## src/sqc_pkg.sv

```systemverilog
// shared constants, register map and types for the link quick-configuration block
package sqc_pkg;

   localparam int unsigned CLK_MHZ = 125;
   localparam int unsigned ADR_W = 14;

   // -----------------------------------------------------------------
   // register indices (byte address is four times the index)
   // -----------------------------------------------------------------
   localparam logic [11:0] REG_DCM_IDX = 12'h201;
   localparam logic [11:0] REG_LRC_IDX = 12'h56E;
   localparam logic [11:0] REG_PLL_IDX = 12'h56F;
   localparam logic [11:0] REG_QC_IDX = 12'h570;
   localparam logic [11:0] REG_CTRL_IDX = 12'h571;
   localparam logic [11:0] REG_RES_IDX = 12'h572;
   localparam logic [11:0] REG_CLKLO_IDX = 12'h573;
   localparam logic [11:0] REG_CLKHI_IDX = 12'h574;
   localparam logic [11:0] REG_STAT_IDX = 12'h575;
   localparam logic [11:0] REG_RATELO_IDX = 12'h576;
   localparam logic [11:0] REG_RATEHI_IDX = 12'h577;

   // -----------------------------------------------------------------
   // field positions
   // -----------------------------------------------------------------
   localparam int unsigned LRC_LOW_BIT = 4;
   localparam int unsigned PLL_LOCK_BIT = 7;
   localparam int unsigned CTRL_PWRDN_BIT = 0;
   localparam int unsigned CTRL_NP8_BIT = 1;
   localparam int unsigned CTRL_DDC_LSB = 2;
   localparam int unsigned CTRL_CPLX_BIT = 4;
   localparam int unsigned RES_N_LSB = 0;
   localparam int unsigned RES_CS_LSB = 5;

   // -----------------------------------------------------------------
   // reset values
   // -----------------------------------------------------------------
   localparam logic [7:0] DCM_RST = 8'h01;
   localparam logic [7:0] LRC_RST = 8'h00;
   localparam logic [7:0] QC_RST = 8'h81;
   localparam logic [7:0] CTRL_RST = 8'h00;
   localparam logic [7:0] RES_RST = 8'h0E;
   localparam logic [7:0] CLKLO_RST = 8'hE8;
   localparam logic [7:0] CLKHI_RST = 8'h03;

   // -----------------------------------------------------------------
   // lane rate limits in Mbps, and lock timing
   // -----------------------------------------------------------------
   localparam logic [15:0] RATE_MIN_MBPS = 16'h0C35;
   localparam logic [15:0] RATE_LOW_MBPS = 16'h186A;
   localparam logic [15:0] RATE_MAX_MBPS = 16'h30D4;
   localparam int unsigned LOCK_TIME_NS = 10000;
   localparam int unsigned LOCK_CYC = (LOCK_TIME_NS * CLK_MHZ + 999) / 1000;

   typedef enum logic [1:0] {
      SQC_DOWN = 2'b00,
      SQC_LOCK = 2'b01,
      SQC_UP = 2'b10
   } sqc_state_e;

   typedef struct packed {
      logic [2:0] lanes;
      logic [2:0] convs;
      logic [3:0] octets;
      logic [3:0] samples;
      logic hd;
      logic ok;
   } sqc_cfg_s;

endpackage

```

## src/sqc_qcfg_decode.sv

```systemverilog
// quick-configuration code to transport-layer settings lookup
`timescale 1ns/10ps
module sqc_qcfg_decode
   import sqc_pkg::*;
(
   input wire logic [7:0] code_i,
   input wire logic nprime8_i,
   output sqc_cfg_s cfg_o
);

   function automatic sqc_cfg_s mk(input int l, input int m, input int f,
                                   input int s, input logic hd);
      sqc_cfg_s c;
      c.lanes = 3'(l);
      c.convs = 3'(m);
      c.octets = 4'(f);
      c.samples = 4'(s);
      c.hd = hd;
      c.ok = 1'b1;
      return c;
   endfunction

   always_comb begin
      cfg_o = '0;
      if (!nprime8_i) begin
         case (code_i)
            8'h01: cfg_o = mk(1, 1, 2, 1, 1'b0);
            8'h40: cfg_o = mk(2, 1, 1, 1, 1'b1);
            8'h41: cfg_o = mk(2, 1, 2, 2, 1'b0);
            8'h80: cfg_o = mk(4, 1, 1, 2, 1'b1);
            8'h81: cfg_o = mk(4, 1, 2, 4, 1'b0);
            8'h0A: cfg_o = mk(1, 2, 4, 1, 1'b0);
            8'h49: cfg_o = mk(2, 2, 2, 1, 1'b0);
            8'h88: cfg_o = mk(4, 2, 1, 1, 1'b1);
            8'h89: cfg_o = mk(4, 2, 2, 2, 1'b0);
            8'h13: cfg_o = mk(1, 4, 8, 1, 1'b0);
            8'h52: cfg_o = mk(2, 4, 4, 1, 1'b0);
            8'h91: cfg_o = mk(4, 4, 2, 1, 1'b0);
            default: cfg_o = '0;
         endcase
      end else begin
         case (code_i)
            8'h00: cfg_o = mk(1, 1, 1, 1, 1'b0);
            8'h01: cfg_o = mk(1, 1, 2, 2, 1'b0);
            8'h40: cfg_o = mk(2, 1, 1, 2, 1'b0);
            8'h41: cfg_o = mk(2, 1, 2, 4, 1'b0);
            8'h42: cfg_o = mk(2, 1, 4, 8, 1'b0);
            8'h80: cfg_o = mk(4, 1, 1, 4, 1'b0);
            8'h81: cfg_o = mk(4, 1, 2, 8, 1'b0);
            8'h09: cfg_o = mk(1, 2, 2, 1, 1'b0);
            8'h48: cfg_o = mk(2, 2, 1, 1, 1'b0);
            8'h49: cfg_o = mk(2, 2, 2, 2, 1'b0);
            8'h88: cfg_o = mk(4, 2, 1, 2, 1'b0);
            8'h89: cfg_o = mk(4, 2, 2, 4, 1'b0);
            8'h8A: cfg_o = mk(4, 2, 4, 8, 1'b0);
            default: cfg_o = '0;
         endcase
      end
   end

endmodule

```

## src/sqc_rate_div.sv

```systemverilog
// sequential restoring divider for the lane rate
`timescale 1ns/10ps
module sqc_rate_div (
   input wire logic clk_i,
   input wire logic rst_i,
   input wire logic ce_i,
   input wire logic start_i,
   input wire logic [31:0] num_i,
   input wire logic [15:0] den_i,
   output logic busy_o,
   output logic done_o,
   output logic [31:0] quo_o
);

   logic [31:0] num_r;
   logic [16:0] rem_r;
   logic [5:0] cnt_r;
   logic [16:0] trial;

   assign trial = {rem_r[15:0], num_r[31]};

   always_ff @(posedge clk_i) begin
      if (rst_i) begin
         busy_o <= 1'b0;
         done_o <= 1'b0;
         num_r <= '0;
         rem_r <= '0;
         cnt_r <= '0;
         quo_o <= '0;
      end else if (ce_i) begin
         done_o <= 1'b0;
         if (start_i && !busy_o) begin
            busy_o <= 1'b1;
            num_r <= num_i;
            rem_r <= '0;
            cnt_r <= 6'h20;
         end else if (busy_o) begin
            // one quotient bit per cycle, msb first
            if (trial >= {1'b0, den_i}) begin
               rem_r <= trial - {1'b0, den_i};
               num_r <= {num_r[30:0], 1'b1};
            end else begin
               rem_r <= trial;
               num_r <= {num_r[30:0], 1'b0};
            end
            cnt_r <= cnt_r - 6'h01;
            if (cnt_r == 6'h01) begin
               busy_o <= 1'b0;
               done_o <= 1'b1;
               quo_o <= {num_r[30:0], (trial >= {1'b0, den_i})};
            end
         end
      end
   end

endmodule

```

## src/sqc_link_cfg.sv

```systemverilog
// link quick-configuration control with wishbone register access
`timescale 1ns/10ps

// Function
// - the first L of the four serial lanes (1, 2 or 4) form one link; no second link exists.
// - lanes, converters and octets come from the quick-configuration code.
// - with downconverters, link converter count equals virtual converter count.
// - lane rate is M times N' times 10/8 times fout over L.
// - fout is sample clock divided by the decimation ratio register.
// - N'=16 single-converter codes map to fixed L/F/S/HD sets.
// - N'=16 two- and four-converter codes map to fixed L/F/S/HD sets.
// - N'=8 single-converter codes map to fixed L/F/S sets.
// - N'=8 two-converter codes map to fixed L/F/S sets.
// - serializer clock lock is reported in a read-only status bit.
// - complex outputs put I on even and Q on odd converters.
module sqc_link_cfg
   import sqc_pkg::*;
(
   input wire logic clk_i,
   input wire logic rst_i,
   input wire logic ce_i,
   input wire logic wb_cyc_i,
   input wire logic wb_stb_i,
   input wire logic wb_we_i,
   input wire logic [ADR_W-1:0] wb_adr_i,
   input wire logic [3:0] wb_sel_i,
   input wire logic [31:0] wb_dat_i,
   output logic [31:0] wb_dat_o,
   output logic wb_ack_o,
   output logic [3:0] serial_lane_outputs_en_o,
   output sqc_cfg_s link_cfg_o,
   output logic link_nprime8_o,
   output logic link_up_o,
   output logic [15:0] lane_rate_mbps_o,
   output logic [3:0] conv_q_slot_o
);

   // -----------------------------------------------------------------
   // registers and internal signals
   // -----------------------------------------------------------------
   logic [7:0] dcm_r;
   logic [7:0] lrc_r;
   logic [7:0] qc_r;
   logic [7:0] ctrl_r;
   logic [7:0] res_r;
   logic [7:0] clklo_r;
   logic [7:0] clkhi_r;
   logic [15:0] rate_r;
   logic have_rate_r;
   logic dirty_r;
   logic lock_r;
   logic [10:0] lock_cnt_r;
   sqc_state_e state_r;
   sqc_state_e state_nxt;
   sqc_cfg_s dec_cfg;
   logic [2:0] virt_m;
   logic m_ok;
   logic res_ok;
   logic cfg_ok;
   logic rate_ok;
   logic low_need;
   logic lrc_match;
   logic rate_fresh;
   logic all_ok;
   logic [4:0] res_n;
   logic [1:0] res_cs;
   logic [31:0] num;
   logic [15:0] den;
   logic [4:0] nprime;
   logic div_busy;
   logic div_done;
   logic [31:0] div_quo;
   logic wb_req;
   logic wb_wr;
   logic [11:0] reg_idx;
   logic idx_ok;
   logic [7:0] rd_byte;

   function automatic logic hit(input logic [11:0] idx, input logic [11:0] want);
      return idx == want;
   endfunction

   // -----------------------------------------------------------------
   // wishbone slave
   // -----------------------------------------------------------------
   assign wb_req = wb_cyc_i && wb_stb_i && !wb_ack_o;
   assign wb_wr = wb_req && wb_we_i && wb_sel_i[0];
   assign reg_idx = wb_adr_i[13:2];
   assign idx_ok = wb_adr_i[1:0] == 2'b00;

   // answer one cycle after the strobe, for every address
   always_ff @(posedge clk_i) begin
      if (rst_i) begin
         wb_ack_o <= 1'b0;
      end else if (ce_i) begin
         wb_ack_o <= wb_req;
      end
   end

   always_ff @(posedge clk_i) begin
      if (rst_i) begin
         wb_dat_o <= '0;
      end else if (ce_i) begin
         if (wb_req && !wb_we_i) begin
            wb_dat_o <= {24'h000000, rd_byte};
         end
      end
   end

   always_comb begin
      rd_byte = 8'h00;
      if (idx_ok) begin
         if (hit(reg_idx, REG_DCM_IDX)) begin
            rd_byte = dcm_r;
         end else if (hit(reg_idx, REG_LRC_IDX)) begin
            rd_byte = lrc_r;
         end else if (hit(reg_idx, REG_PLL_IDX)) begin
            rd_byte[PLL_LOCK_BIT] = lock_r;
         end else if (hit(reg_idx, REG_QC_IDX)) begin
            rd_byte = qc_r;
         end else if (hit(reg_idx, REG_CTRL_IDX)) begin
            rd_byte = ctrl_r;
         end else if (hit(reg_idx, REG_RES_IDX)) begin
            rd_byte = res_r;
         end else if (hit(reg_idx, REG_CLKLO_IDX)) begin
            rd_byte = clklo_r;
         end else if (hit(reg_idx, REG_CLKHI_IDX)) begin
            rd_byte = clkhi_r;
         end else if (hit(reg_idx, REG_STAT_IDX)) begin
            rd_byte = {1'b0, rate_fresh, state_r, lrc_match, low_need, rate_ok, cfg_ok};
         end else if (hit(reg_idx, REG_RATELO_IDX)) begin
            rd_byte = rate_r[7:0];
         end else if (hit(reg_idx, REG_RATEHI_IDX)) begin
            rd_byte = rate_r[15:8];
         end else begin
            rd_byte = 8'h00;
         end
      end
   end

   // -----------------------------------------------------------------
   // writable registers
   // -----------------------------------------------------------------
   always_ff @(posedge clk_i) begin
      if (rst_i) begin
         dcm_r <= DCM_RST;
         lrc_r <= LRC_RST;
         qc_r <= QC_RST;
         ctrl_r <= CTRL_RST;
         res_r <= RES_RST;
         clklo_r <= CLKLO_RST;
         clkhi_r <= CLKHI_RST;
      end else if (ce_i && wb_wr && idx_ok) begin
         if (hit(reg_idx, REG_DCM_IDX)) begin
            dcm_r <= wb_dat_i[7:0];
         end
         if (hit(reg_idx, REG_LRC_IDX)) begin
            lrc_r <= wb_dat_i[7:0];
         end
         if (hit(reg_idx, REG_QC_IDX)) begin
            qc_r <= wb_dat_i[7:0];
         end
         if (hit(reg_idx, REG_CTRL_IDX)) begin
            ctrl_r <= wb_dat_i[7:0];
         end
         if (hit(reg_idx, REG_RES_IDX)) begin
            res_r <= wb_dat_i[7:0];
         end
         if (hit(reg_idx, REG_CLKLO_IDX)) begin
            clklo_r <= wb_dat_i[7:0];
         end
         if (hit(reg_idx, REG_CLKHI_IDX)) begin
            clkhi_r <= wb_dat_i[7:0];
         end
      end
   end

   // -----------------------------------------------------------------
   // configuration checks
   // -----------------------------------------------------------------
   // basic link parameters from the code
   sqc_qcfg_decode u_decode (
      .code_i(qc_r),
      .nprime8_i(ctrl_r[CTRL_NP8_BIT]),
      .cfg_o(dec_cfg)
   );

   always_comb begin
      case (ctrl_r[CTRL_DDC_LSB +: 2])
         2'b00: virt_m = 3'd1;
         2'b01: virt_m = ctrl_r[CTRL_CPLX_BIT] ? 3'd2 : 3'd1;
         2'b10: virt_m = ctrl_r[CTRL_CPLX_BIT] ? 3'd4 : 3'd2;
         default: virt_m = 3'd0;
      endcase
   end
   assign m_ok = dec_cfg.convs == virt_m;

   // resolution and control bits per word width
   assign res_n = res_r[RES_N_LSB +: 5];
   assign res_cs = res_r[RES_CS_LSB +: 2];
   always_comb begin
      if (ctrl_r[CTRL_NP8_BIT]) begin
         res_ok = (res_n >= 5'd7) && (res_n <= 5'd8) && (res_cs <= 2'd1);
      end else begin
         res_ok = (res_n >= 5'd8) && (res_n <= 5'd16);
      end
   end
   assign cfg_ok = dec_cfg.ok && m_ok && res_ok;

   // -----------------------------------------------------------------
   // lane rate computation
   // -----------------------------------------------------------------
   // M * N' * 10 * fadc over 8 * L * dcm
   // fout is fadc over the decimation ratio
   assign nprime = ctrl_r[CTRL_NP8_BIT] ? 5'd8 : 5'd16;
   assign num = 32'(dec_cfg.convs) * 32'(nprime) * 32'd10 * 32'({clkhi_r, clklo_r});
   // a ratio of zero is read as one so the divider never sees zero
   assign den = 16'(dec_cfg.lanes) * 16'd8 * ((dcm_r == 8'h00) ? 16'd1 : 16'(dcm_r));

   sqc_rate_div u_div (
      .clk_i(clk_i),
      .rst_i(rst_i),
      .ce_i(ce_i),
      .start_i(dirty_r && dec_cfg.ok),
      .num_i(num),
      .den_i(den),
      .busy_o(div_busy),
      .done_o(div_done),
      .quo_o(div_quo)
   );

   // any settings write stales the result and restarts the divider
   always_ff @(posedge clk_i) begin
      if (rst_i) begin
         dirty_r <= 1'b1;
      end else if (ce_i) begin
         if (wb_wr) begin
            dirty_r <= 1'b1;
         end else if (!div_busy && dec_cfg.ok) begin
            dirty_r <= 1'b0;
         end
      end
   end

   always_ff @(posedge clk_i) begin
      if (rst_i) begin
         rate_r <= '0;
         have_rate_r <= 1'b0;
      end else if (ce_i) begin
         if (div_done) begin
            rate_r <= (div_quo[31:16] != 16'h0000) ? 16'hFFFF : div_quo[15:0];
            have_rate_r <= 1'b1;
         end
      end
   end

   // the quotient lands in rate_r one cycle after done, so done still means stale
   assign rate_fresh = have_rate_r && !dirty_r && !div_busy && !div_done;
   // refuse rates outside the supported range
   assign rate_ok = (rate_r >= RATE_MIN_MBPS) && (rate_r <= RATE_MAX_MBPS);
   // low rate mode needed below 6.25 Gbps
   // it must be off from 6.25 Gbps upward
   assign low_need = rate_r < RATE_LOW_MBPS;
   assign lrc_match = lrc_r[LRC_LOW_BIT] == low_need;
   assign all_ok = cfg_ok && rate_fresh && rate_ok && lrc_match;

   // -----------------------------------------------------------------
   // power sequencing and serializer lock
   // -----------------------------------------------------------------
   always_comb begin
      state_nxt = state_r;
      case (state_r)
         SQC_DOWN: begin
            // settings are taken only on power-up
            if (!ctrl_r[CTRL_PWRDN_BIT] && all_ok) begin
               state_nxt = SQC_LOCK;
            end
         end
         SQC_LOCK: begin
            if (ctrl_r[CTRL_PWRDN_BIT]) begin
               state_nxt = SQC_DOWN;
            end else if (lock_cnt_r == 11'(LOCK_CYC - 1)) begin
               state_nxt = SQC_UP;
            end
         end
         SQC_UP: begin
            if (ctrl_r[CTRL_PWRDN_BIT]) begin
               state_nxt = SQC_DOWN;
            end
         end
         default: state_nxt = SQC_DOWN;
      endcase
   end

   always_ff @(posedge clk_i) begin
      if (rst_i) begin
         state_r <= SQC_DOWN;
      end else if (ce_i) begin
         state_r <= state_nxt;
      end
   end

   always_ff @(posedge clk_i) begin
      if (rst_i) begin
         lock_cnt_r <= '0;
      end else if (ce_i) begin
         if (state_r == SQC_LOCK) begin
            lock_cnt_r <= lock_cnt_r + 11'd1;
         end else begin
            lock_cnt_r <= '0;
         end
      end
   end

   // lock held only while the link runs
   always_ff @(posedge clk_i) begin
      if (rst_i) begin
         lock_r <= 1'b0;
      end else if (ce_i) begin
         lock_r <= state_nxt == SQC_UP;
      end
   end

   // active settings frozen while the link is up, so live edits stay harmless
   always_ff @(posedge clk_i) begin
      if (rst_i) begin
         link_cfg_o <= '0;
         link_nprime8_o <= 1'b0;
         lane_rate_mbps_o <= '0;
      end else if (ce_i && state_r == SQC_DOWN && state_nxt == SQC_LOCK) begin
         link_cfg_o <= dec_cfg;
         link_nprime8_o <= ctrl_r[CTRL_NP8_BIT];
         lane_rate_mbps_o <= rate_r;
      end
   end

   assign link_up_o = lock_r;

   // -----------------------------------------------------------------
   // lane enables and converter slots
   // -----------------------------------------------------------------
   logic cplx_r;

   always_ff @(posedge clk_i) begin
      if (rst_i) begin
         cplx_r <= 1'b0;
      end else if (ce_i && state_r == SQC_DOWN && state_nxt == SQC_LOCK) begin
         cplx_r <= ctrl_r[CTRL_CPLX_BIT];
      end
   end

   genvar gi;
   generate
      for (gi = 0; gi < 4; gi++) begin : g_lane
         // lanes enabled together as one link
         assign serial_lane_outputs_en_o[gi] = lock_r && (3'(gi) < link_cfg_o.lanes);
         // odd converter of each pair carries Q
         assign conv_q_slot_o[gi] = cplx_r && (gi % 2 == 1) && (3'(gi) < link_cfg_o.convs);
      end
   endgenerate

endmodule

```

## config.mk

```make
export PLATFORM = sky130hd
export DESIGN_NAME = sqc_link_cfg
export DESIGN_NICKNAME = d
export VERILOG_FILES = /design/src/sqc_pkg.sv /design/src/sqc_qcfg_decode.sv /design/src/sqc_rate_div.sv /design/src/sqc_link_cfg.sv
export SDC_FILE = /design/constraint.sdc
export NUM_CORES = 1
export LEC_CHECK = 0
export ABC_AREA = 1
export BUFFER_PORTS_ARGS = -buffer_cell sky130_fd_sc_hd__buf_2
export CELL_PAD_IN_SITES_DETAIL_PLACEMENT = 1
export CELL_PAD_IN_SITES_GLOBAL_PLACEMENT = 1
export CORE_AREA = 2 2 185 187
export CTS_CLUSTER_SIZE = 28
export DETAILED_ROUTE_END_ITERATION = 12
export DIE_AREA = 0 0 187 189
export PLACE_DENSITY = 0.83
export REMOVE_ABC_BUFFERS = 1
export SLEW_MARGIN = 10
export SYNTH_ARGS = -nofsm -noshare
export SYNTH_HDL_FRONTEND = slang
export SYNTH_SLANG_ARGS = --single-unit
```

## constraint.sdc

```tcl
create_clock -name clk_i -period 21 [get_ports clk_i]
set_clock_uncertainty 0.15 [all_clocks]
set_input_delay 2.1 -clock clk_i [delete_from_list [all_inputs] [get_ports clk_i]]
set_output_delay 2.1 -clock clk_i [all_outputs]
set_load 0.1 [all_outputs]
```

* Word level (Yosys, flattened, before mapping)
Cells that the tools add are included.
** Word-level totals
- Output and inout bits :: 75
- Bits in registers :: 219
** Operators by class
- Bitwise gates (word level) :: 1
- Magnitude comparators :: 15
- Multiply operators :: 4
- Eq/ne operators :: 37
- $add $sub $neg :: 3
- Mux-type cells :: 45
- Reductions and logical operators :: 57
** Operators by type and width (number)
- case mux 16 bit (13 select lines) :: 1
- case mux 16 bit (12 select lines) :: 1
- == test 12 x 11 -> 1 bit, second input constant :: 10
- 2-to-1 mux 8 bit :: 12
- 2-to-1 mux 16 bit :: 5
- 2-to-1 mux 32 bit :: 2
- == test 8 x 7 -> 1 bit, second input constant :: 6
- == test 8 bit, second input constant :: 6
- logical AND 1 bit :: 31
- multiplier 11 x 16 -> 27 bit :: 1
- AND reduction 2 bit :: 11
- >= comparator 17 x 14 -> 1 bit :: 1
- == test 8 x 4 -> 1 bit, second input constant :: 2
- >= comparator 16 x 12 -> 1 bit, second input constant :: 1
- less-or-equal comparator 16 x 14 -> 1 bit, second input constant :: 1
- logical NOT 8 bit :: 2
- less-than comparator 16 x 13 -> 1 bit, second input constant :: 1
- nonzero test 16 bit :: 1
- subtractor 16 x 14 -> 16 bit :: 1
- == test 12 x 10 -> 1 bit, second input constant :: 1
- 2-to-1 mux 6 bit :: 2
- adder 11 x 1 -> 11 bit, second input constant :: 1
- == test 11 bit, second input constant :: 1
- multiplier 3 x 8 -> 11 bit :: 1
- other kinds (30) :: 60

* Longest topological paths before layout
- Word-level depth :: 16
- Mapped depth :: 47
- Mapped depth without buffers :: 46

* Cells and area by module
A second synthesis with hierarchy kept.
** Second synthesis, totals
- Cells, all modules :: 2500
- Area, all modules :: 17067.6 um2
** Modules (own cells, without submodules)
- sqc_link_cfg :: area each 11791.3 um2, times used 1, sequential area each 2622.5 um2, cells each 1693
- sqc_rate_div :: area each 4584.4 um2, times used 1, sequential area each 1761.7 um2, cells each 661
- sqc_qcfg_decode :: area each 691.9 um2, times used 1, sequential area each 0.0 um2, cells each 146

* Least setup slack after synthesis
Ideal clock, no wire load.
- Kind :: flip-flop to flip-flop
- From :: register qc_r[6]
- To :: register u_div.num_r[25]
- Path buffers :: 1
- Period minus slack after synthesis :: 7916 ps
- Path slack :: 13084 ps
- Arrival time :: 7634 ps
- Cell stages (with the launch flop) :: 45
- Library setup time :: 132 ps
- Path through :: dfxtp_1 > inv_2 > nand2_2 > nor2_4 > nand2_1 > nand2_1 > nor2_1 > nand3_1 > nand2_1 > inv_1 > nand2_1 > inv_1 > ha_1 > ha_1 > ha_1 > inv_1 > o21ai_0 > ha_1 > (+9 left out) > inv_1 > fa_1 > inv_1 > fa_1 > ha_1 > ha_1 > a21o_1 > a31oi_1 > nand2_1 > a21oi_1 > o21ai_0 > nand2_1 > nand2_1 > nand3_1 > nand2_1 > xor2_1 > o21ai_0 > a21oi_1
** On the way
- Cells in the longest elaborated chain, start to end :: 7
- Elaborated cells between the ends (all ways) :: 28
- Classes of those cells :: 3 x mul; 16 x eq/ne; 4 x mux; 5 x reduce/logical
** Ends and longest elaborated chain
- start, declared :: RTL line sqc_link_cfg.sv:43 : logic [7:0] qc_r;
- start signal, assigned :: RTL line sqc_link_cfg.sv:161 : qc_r <= wb_dat_i[7:0];
- == test 8 bit, or another cell as far along :: RTL line sqc_qcfg_decode.sv:42 : case (code_i)
- case mux 16 bit (13 select lines) / case mux 16 bit (12 select lines) (equally long branches) :: RTL line sqc_qcfg_decode.sv:42, sqc_qcfg_decode.sv:26
- 2-to-1 mux 16 bit (*) :: RTL line sqc_qcfg_decode.sv:25 : if (!nprime8_i) begin
- multiplier 3 x 5 -> 8 bit / logical AND 1 bit (equally long branches) :: RTL line sqc_link_cfg.sv:216, sqc_link_cfg.sv:224
- multiplier 8 x 3 -> 11 bit / logical AND 1 bit (equally long branches) :: RTL line sqc_link_cfg.sv:216, sqc_rate_div.sv:32
- multiplier 11 x 16 -> 27 bit / nonzero test 2 bit (equally long branches)
- 2-to-1 mux 32 bit / AND reduction 2 bit (equally long branches)
- end signal, assigned :: RTL line sqc_rate_div.sv:34 : num_r <= num_i;
- end signal, assigned :: RTL line sqc_rate_div.sv:41 : num_r <= {num_r[30:0], 1'b1};
- end signal, assigned :: RTL line sqc_rate_div.sv:44 : num_r <= {num_r[30:0], 1'b0};
- end, declared :: RTL line sqc_rate_div.sv:15 : logic [31:0] num_r;
Every way passes the cells marked *; elsewhere a longest branch is shown, timed or not.
A chain may end at the register's enable or synchronous reset.

* Worst setup path in the final report
- From :: register qc_r[6]
- To :: register u_div.num_r[23]
Same word-level chain as after synthesis.

==> metrics.log <==
INFO  metric whs_path_depth = 2
INFO  metric synth_compound_gate_area_share = 0.179
INFO  metric final_number_of_max_transition_violations = 0
INFO  metric worst_path_most_repeated_cell = sky130_fd_sc_hd__nand2_1
INFO  metric cp.arrival = 9890 ps
INFO  metric hold_path.startpoint = lane_rate_mbps_o[15]$_SDFFE_PP0P_
INFO  metric syn_to_final_growth = 9.66%
INFO  metric synth_flop_cell = sky130_fd_sc_hd__dfxtp_1
INFO  metric port-buffer-count = 77
INFO  metric grt_max_degree = 59
INFO  metric gp_congestion = 0.869
INFO  metric globalRouteTotalUtil = 0.278
INFO  metric family_with_the_most_delay_on_the_worst_path = adder cells
INFO  metric num_rows = 67
INFO  metric fin_crit_sh = 0.459
INFO  metric timing.reg2reg.setup_slack = 11350 ps
INFO  metric post_synth.cell_area_avg = 7.26 um2
INFO  metric static-leakage-power = 8.37 nW
INFO  metric worst_setup_path_start_kind = register
INFO  metric gr-total-overflow = 0
INFO  metric setup_repair_after_global_routing_missed_its_margin = no
INFO  metric yosys.area_share.xor_xnor = 0.0195
INFO  metric drt-initial-drc-count = 819
INFO  metric clockPowerShare = 0.385
INFO  metric timing.reg2reg.worst_path_depth = 43
INFO  metric clock_insertion_delay_worst_skew = 560 ps
INFO  metric finish.net_count = 2467
INFO  metric cts_root_buffer = sky130_fd_sc_hd__clkbuf_16
INFO  metric floorplan.die.height = 189 um
INFO  metric finalHoldViolCount = 0
INFO  metric core_area = 33300 um2
INFO  metric worstReg2RegStart = qc_r[6]$_SDFFE_PP0P_
INFO  metric via_count_of_the_first_global_routing_pass = 15400
INFO  metric multi_input_comb_area = 9550 um2
INFO  metric floorplan.io_pins = 131
INFO  metric synth.area.mux_share = 0.000635
INFO  metric start_util = 0.473
INFO  metric slew_headroom = 0.232
INFO  metric synth_top_family_by_area = adder cells
INFO  metric route.detailed.wl_per_inst = 18.3 um
INFO  metric clock-sinks = 219
INFO  metric synth_area = 15800 um2
INFO  metric power_density = 71.8 nW/um2
INFO  metric max-clock-path-buffers = 3
INFO  metric cts_resized = 0
INFO  metric ys_ff_latch = 219
INFO  metric path_max_fanout = 13
INFO  metric combPwrFrac = 0.256
INFO  metric stdcell_count = 2678
INFO  metric drt_wl_total = 48900 um
INFO  metric final_common_cell = sky130_fd_sc_hd__nand2_1
INFO  metric power.switching_fraction = 0.339
INFO  metric worst_setup_hold_path_clk_slew = 60 ps
INFO  metric place_inst = 2628
INFO  metric detail_route.first_pass.iterations = 5
INFO  metric clock_tree.htree_level_count = 1
INFO  metric max_freq = 104 MHz
INFO  metric timing_worst_slew_pin_value = 1150 ps
INFO  metric setup_viol_count_final = 0
INFO  metric internal-power = 0.819 mW
INFO  metric grt_pass1_wl = 79800 um
INFO  metric seq_power_share = 0.359
INFO  metric route.antenna.remaining_nets = 0
INFO  metric dieArea = 35300 um2
INFO  metric hold_path_end = lane_rate_mbps_o[15]$_SDFFE_PP0P_
INFO  metric final.setup.tns = 0 ps
INFO  metric cpPeakStageDelay = 550 ps
INFO  metric vias = 14700
INFO  metric drv_cap = 0
INFO  metric synth_cells = 2169
INFO  metric die_x = 187 um
INFO  metric number_of_buffers_and_inverters_on_the_critical_path = 8
INFO  metric net_switching_power = 0.421 mW
INFO  metric final_critical_period = 9650 ps
INFO  metric ctsHoldBuffers = 0
INFO  metric synth_enable_flop_cells = 0
INFO  metric slowest_stage_cell_on_the_critical_path = sky130_fd_sc_hd__fa_1
INFO  metric area_share_of_fa_ha_maj_cells_after_synthesis = 0.205
INFO  metric cts_tree = built
INFO  metric async_flop_share = 0
INFO  metric vdd_ir_drop_max = 0.108 mV
INFO  metric fillers = 4351
INFO  metric seq_area = 4380 um2
INFO  metric crit_type = reg -> reg
INFO  metric most_frequent_cells_in_the_layout = 366 x sky130_fd_sc_hd__nand2_1, 362 x sky130_fd_sc_hd__inv_1, 242 x sky130_fd_sc_hd__nor2_1, 219 x sky130_fd_sc_hd__dfxtp_1, 214 x sky130_fd_sc_hd__a21oi_1
INFO  metric post_synth_num_cell_types = 55
INFO  metric vias_per_cell = 5.48
INFO  metric post_cts_buffers = 0
INFO  metric n_antenna_cell = 0
INFO  metric drc_violations_left = 0
INFO  metric synth.yosys.warnings = 0
INFO  metric sequential_element_share_of_the_synthesized_area = 0.278
INFO  metric grt_antenna_before_repair = 1
INFO  metric timing.critical_path.to_type = register
INFO  metric cts-buffers-inserted = 27
INFO  metric critPathRequiredTime = 21250 ps
INFO  metric worstReg2RegEnd = u_div.num_r[23]$_SDFFE_PP0P_
INFO  metric outcome = complete, no violations
INFO  metric hold_path_class = reg -> reg
INFO  metric place_hpwl = 37100 um
INFO  metric synth-simple-area-share = 0.196
INFO  metric drive_gt1_frac = 0.0798
INFO  metric p_total = 1.24 mW
power groups by stage:
stage                     clock [mW]  sequential [mW]  combinational (mW)
final                          0.477            0.445               0.318
after global routing           0.502            0.447               0.361
after CTS                      0.483            0.444               0.318
after detailed placement           0            0.453               0.316
after global placement             0            0.453               0.304
after floorplan                    0            0.450               0.227
worst max path at each step:
stage / cells past startpoint / start / end
finish: 43 / qc_r[6]$_SDFFE_PP0P_ / u_div.num_r[23]$_SDFFE_PP0P_
global route: 43 / qc_r[6]$_SDFFE_PP0P_ / u_div.num_r[23]$_SDFFE_PP0P_
CTS: 44 / qc_r[6]$_SDFFE_PP0P_ / u_div.num_r[25]$_SDFFE_PP0P_
detailed placement: 44 / qc_r[6]$_SDFFE_PP0P_ / u_div.num_r[25]$_SDFFE_PP0P_
global placement: 44 / qc_r[6]$_SDFFE_PP0P_ / u_div.num_r[25]$_SDFFE_PP0P_
floorplan: 40 / ctrl_r[1]$_SDFFE_PP0P_ / u_div.num_r[25]$_SDFFE_PP0P_
state kept, by name, summed over array words and instances (netlist names), 2 cells and up:
| register | cells |
|---|---|
| u_div.num_r | 32 |
| u_div.quo_o | 32 |
| lane_rate_mbps_o | 16 |
| link_cfg_o | 16 |
| rate_r | 16 |
| u_div.rem_r | 16 |
| lock_cnt_r | 11 |
| clkhi_r | 8 |
| clklo_r | 8 |
| ctrl_r | 8 |
| dcm_r | 8 |
| lrc_r | 8 |
| qc_r | 8 |
| res_r | 8 |
| wb_dat_o | 8 |
| u_div.cnt_r | 6 |
| state_r | 2 |
worst register-to-register path: cells and delay by family, from the launching register on:
kind / cells / cell delay, ps
flops: 1 / 450
simple gates: 15 / 1980
fa+ha+maj: 11 / 4120
compound gates: 8 / 1640
buf+inv: 8 / 840
xor+xnor: 1 / 280
metal layers:
layer  global-route usage  share of wire
met1                0.352           0.42
met2                0.477           0.48
met3               0.0458          0.060
met4                0.104          0.038
met5                    0        0.00027
layout make-up:
class                   count  area share
multi-input cells        1501       0.553
clock inverters             9     0.00688
inverters                 374      0.0815
flip-flops and latches    219       0.254
repair buffers             86      0.0264
clock buffers              41      0.0462
well taps                 448      0.0324
Yosys cell counts, drive strengths merged, types with 17 or more instances:
master  number  area share
ha         108       0.086
a211oi      21       0.010
o211ai      29       0.014
buf         44       0.019
xnor2       17      0.0094
nor4        18      0.0071
dfxtp      219        0.28
o21ai      157       0.051
xor2        18       0.010
a21oi      228       0.076
o31ai       17      0.0081
inv        371       0.089
clkbuf      57       0.014
nand3       54       0.018
fa          94        0.12
nand2      378       0.092
nor2       250       0.061
per-stage QoR:
step	util	cell area, um2	setup WS [ps]	hold slack, ps
floorplan	-	15300	13040	281
global route	0.519	17300	10610	305
detailed placement	0.492	16400	11480	277
CTS	0.519	17300	11430	287
global placement	0.492	16400	11810	273
finish	0.519	17300	11350	286
cells by family after synthesis:
family,Yosys count
AOI/OAI and AO/OA,493
xor gates and xnor gates,35
adders and majority gates,202
buffers and inverters,475
DFF,219
muxes,1
other,1
and+or+nand+nor,743
(Power assumes the default switching activity.)
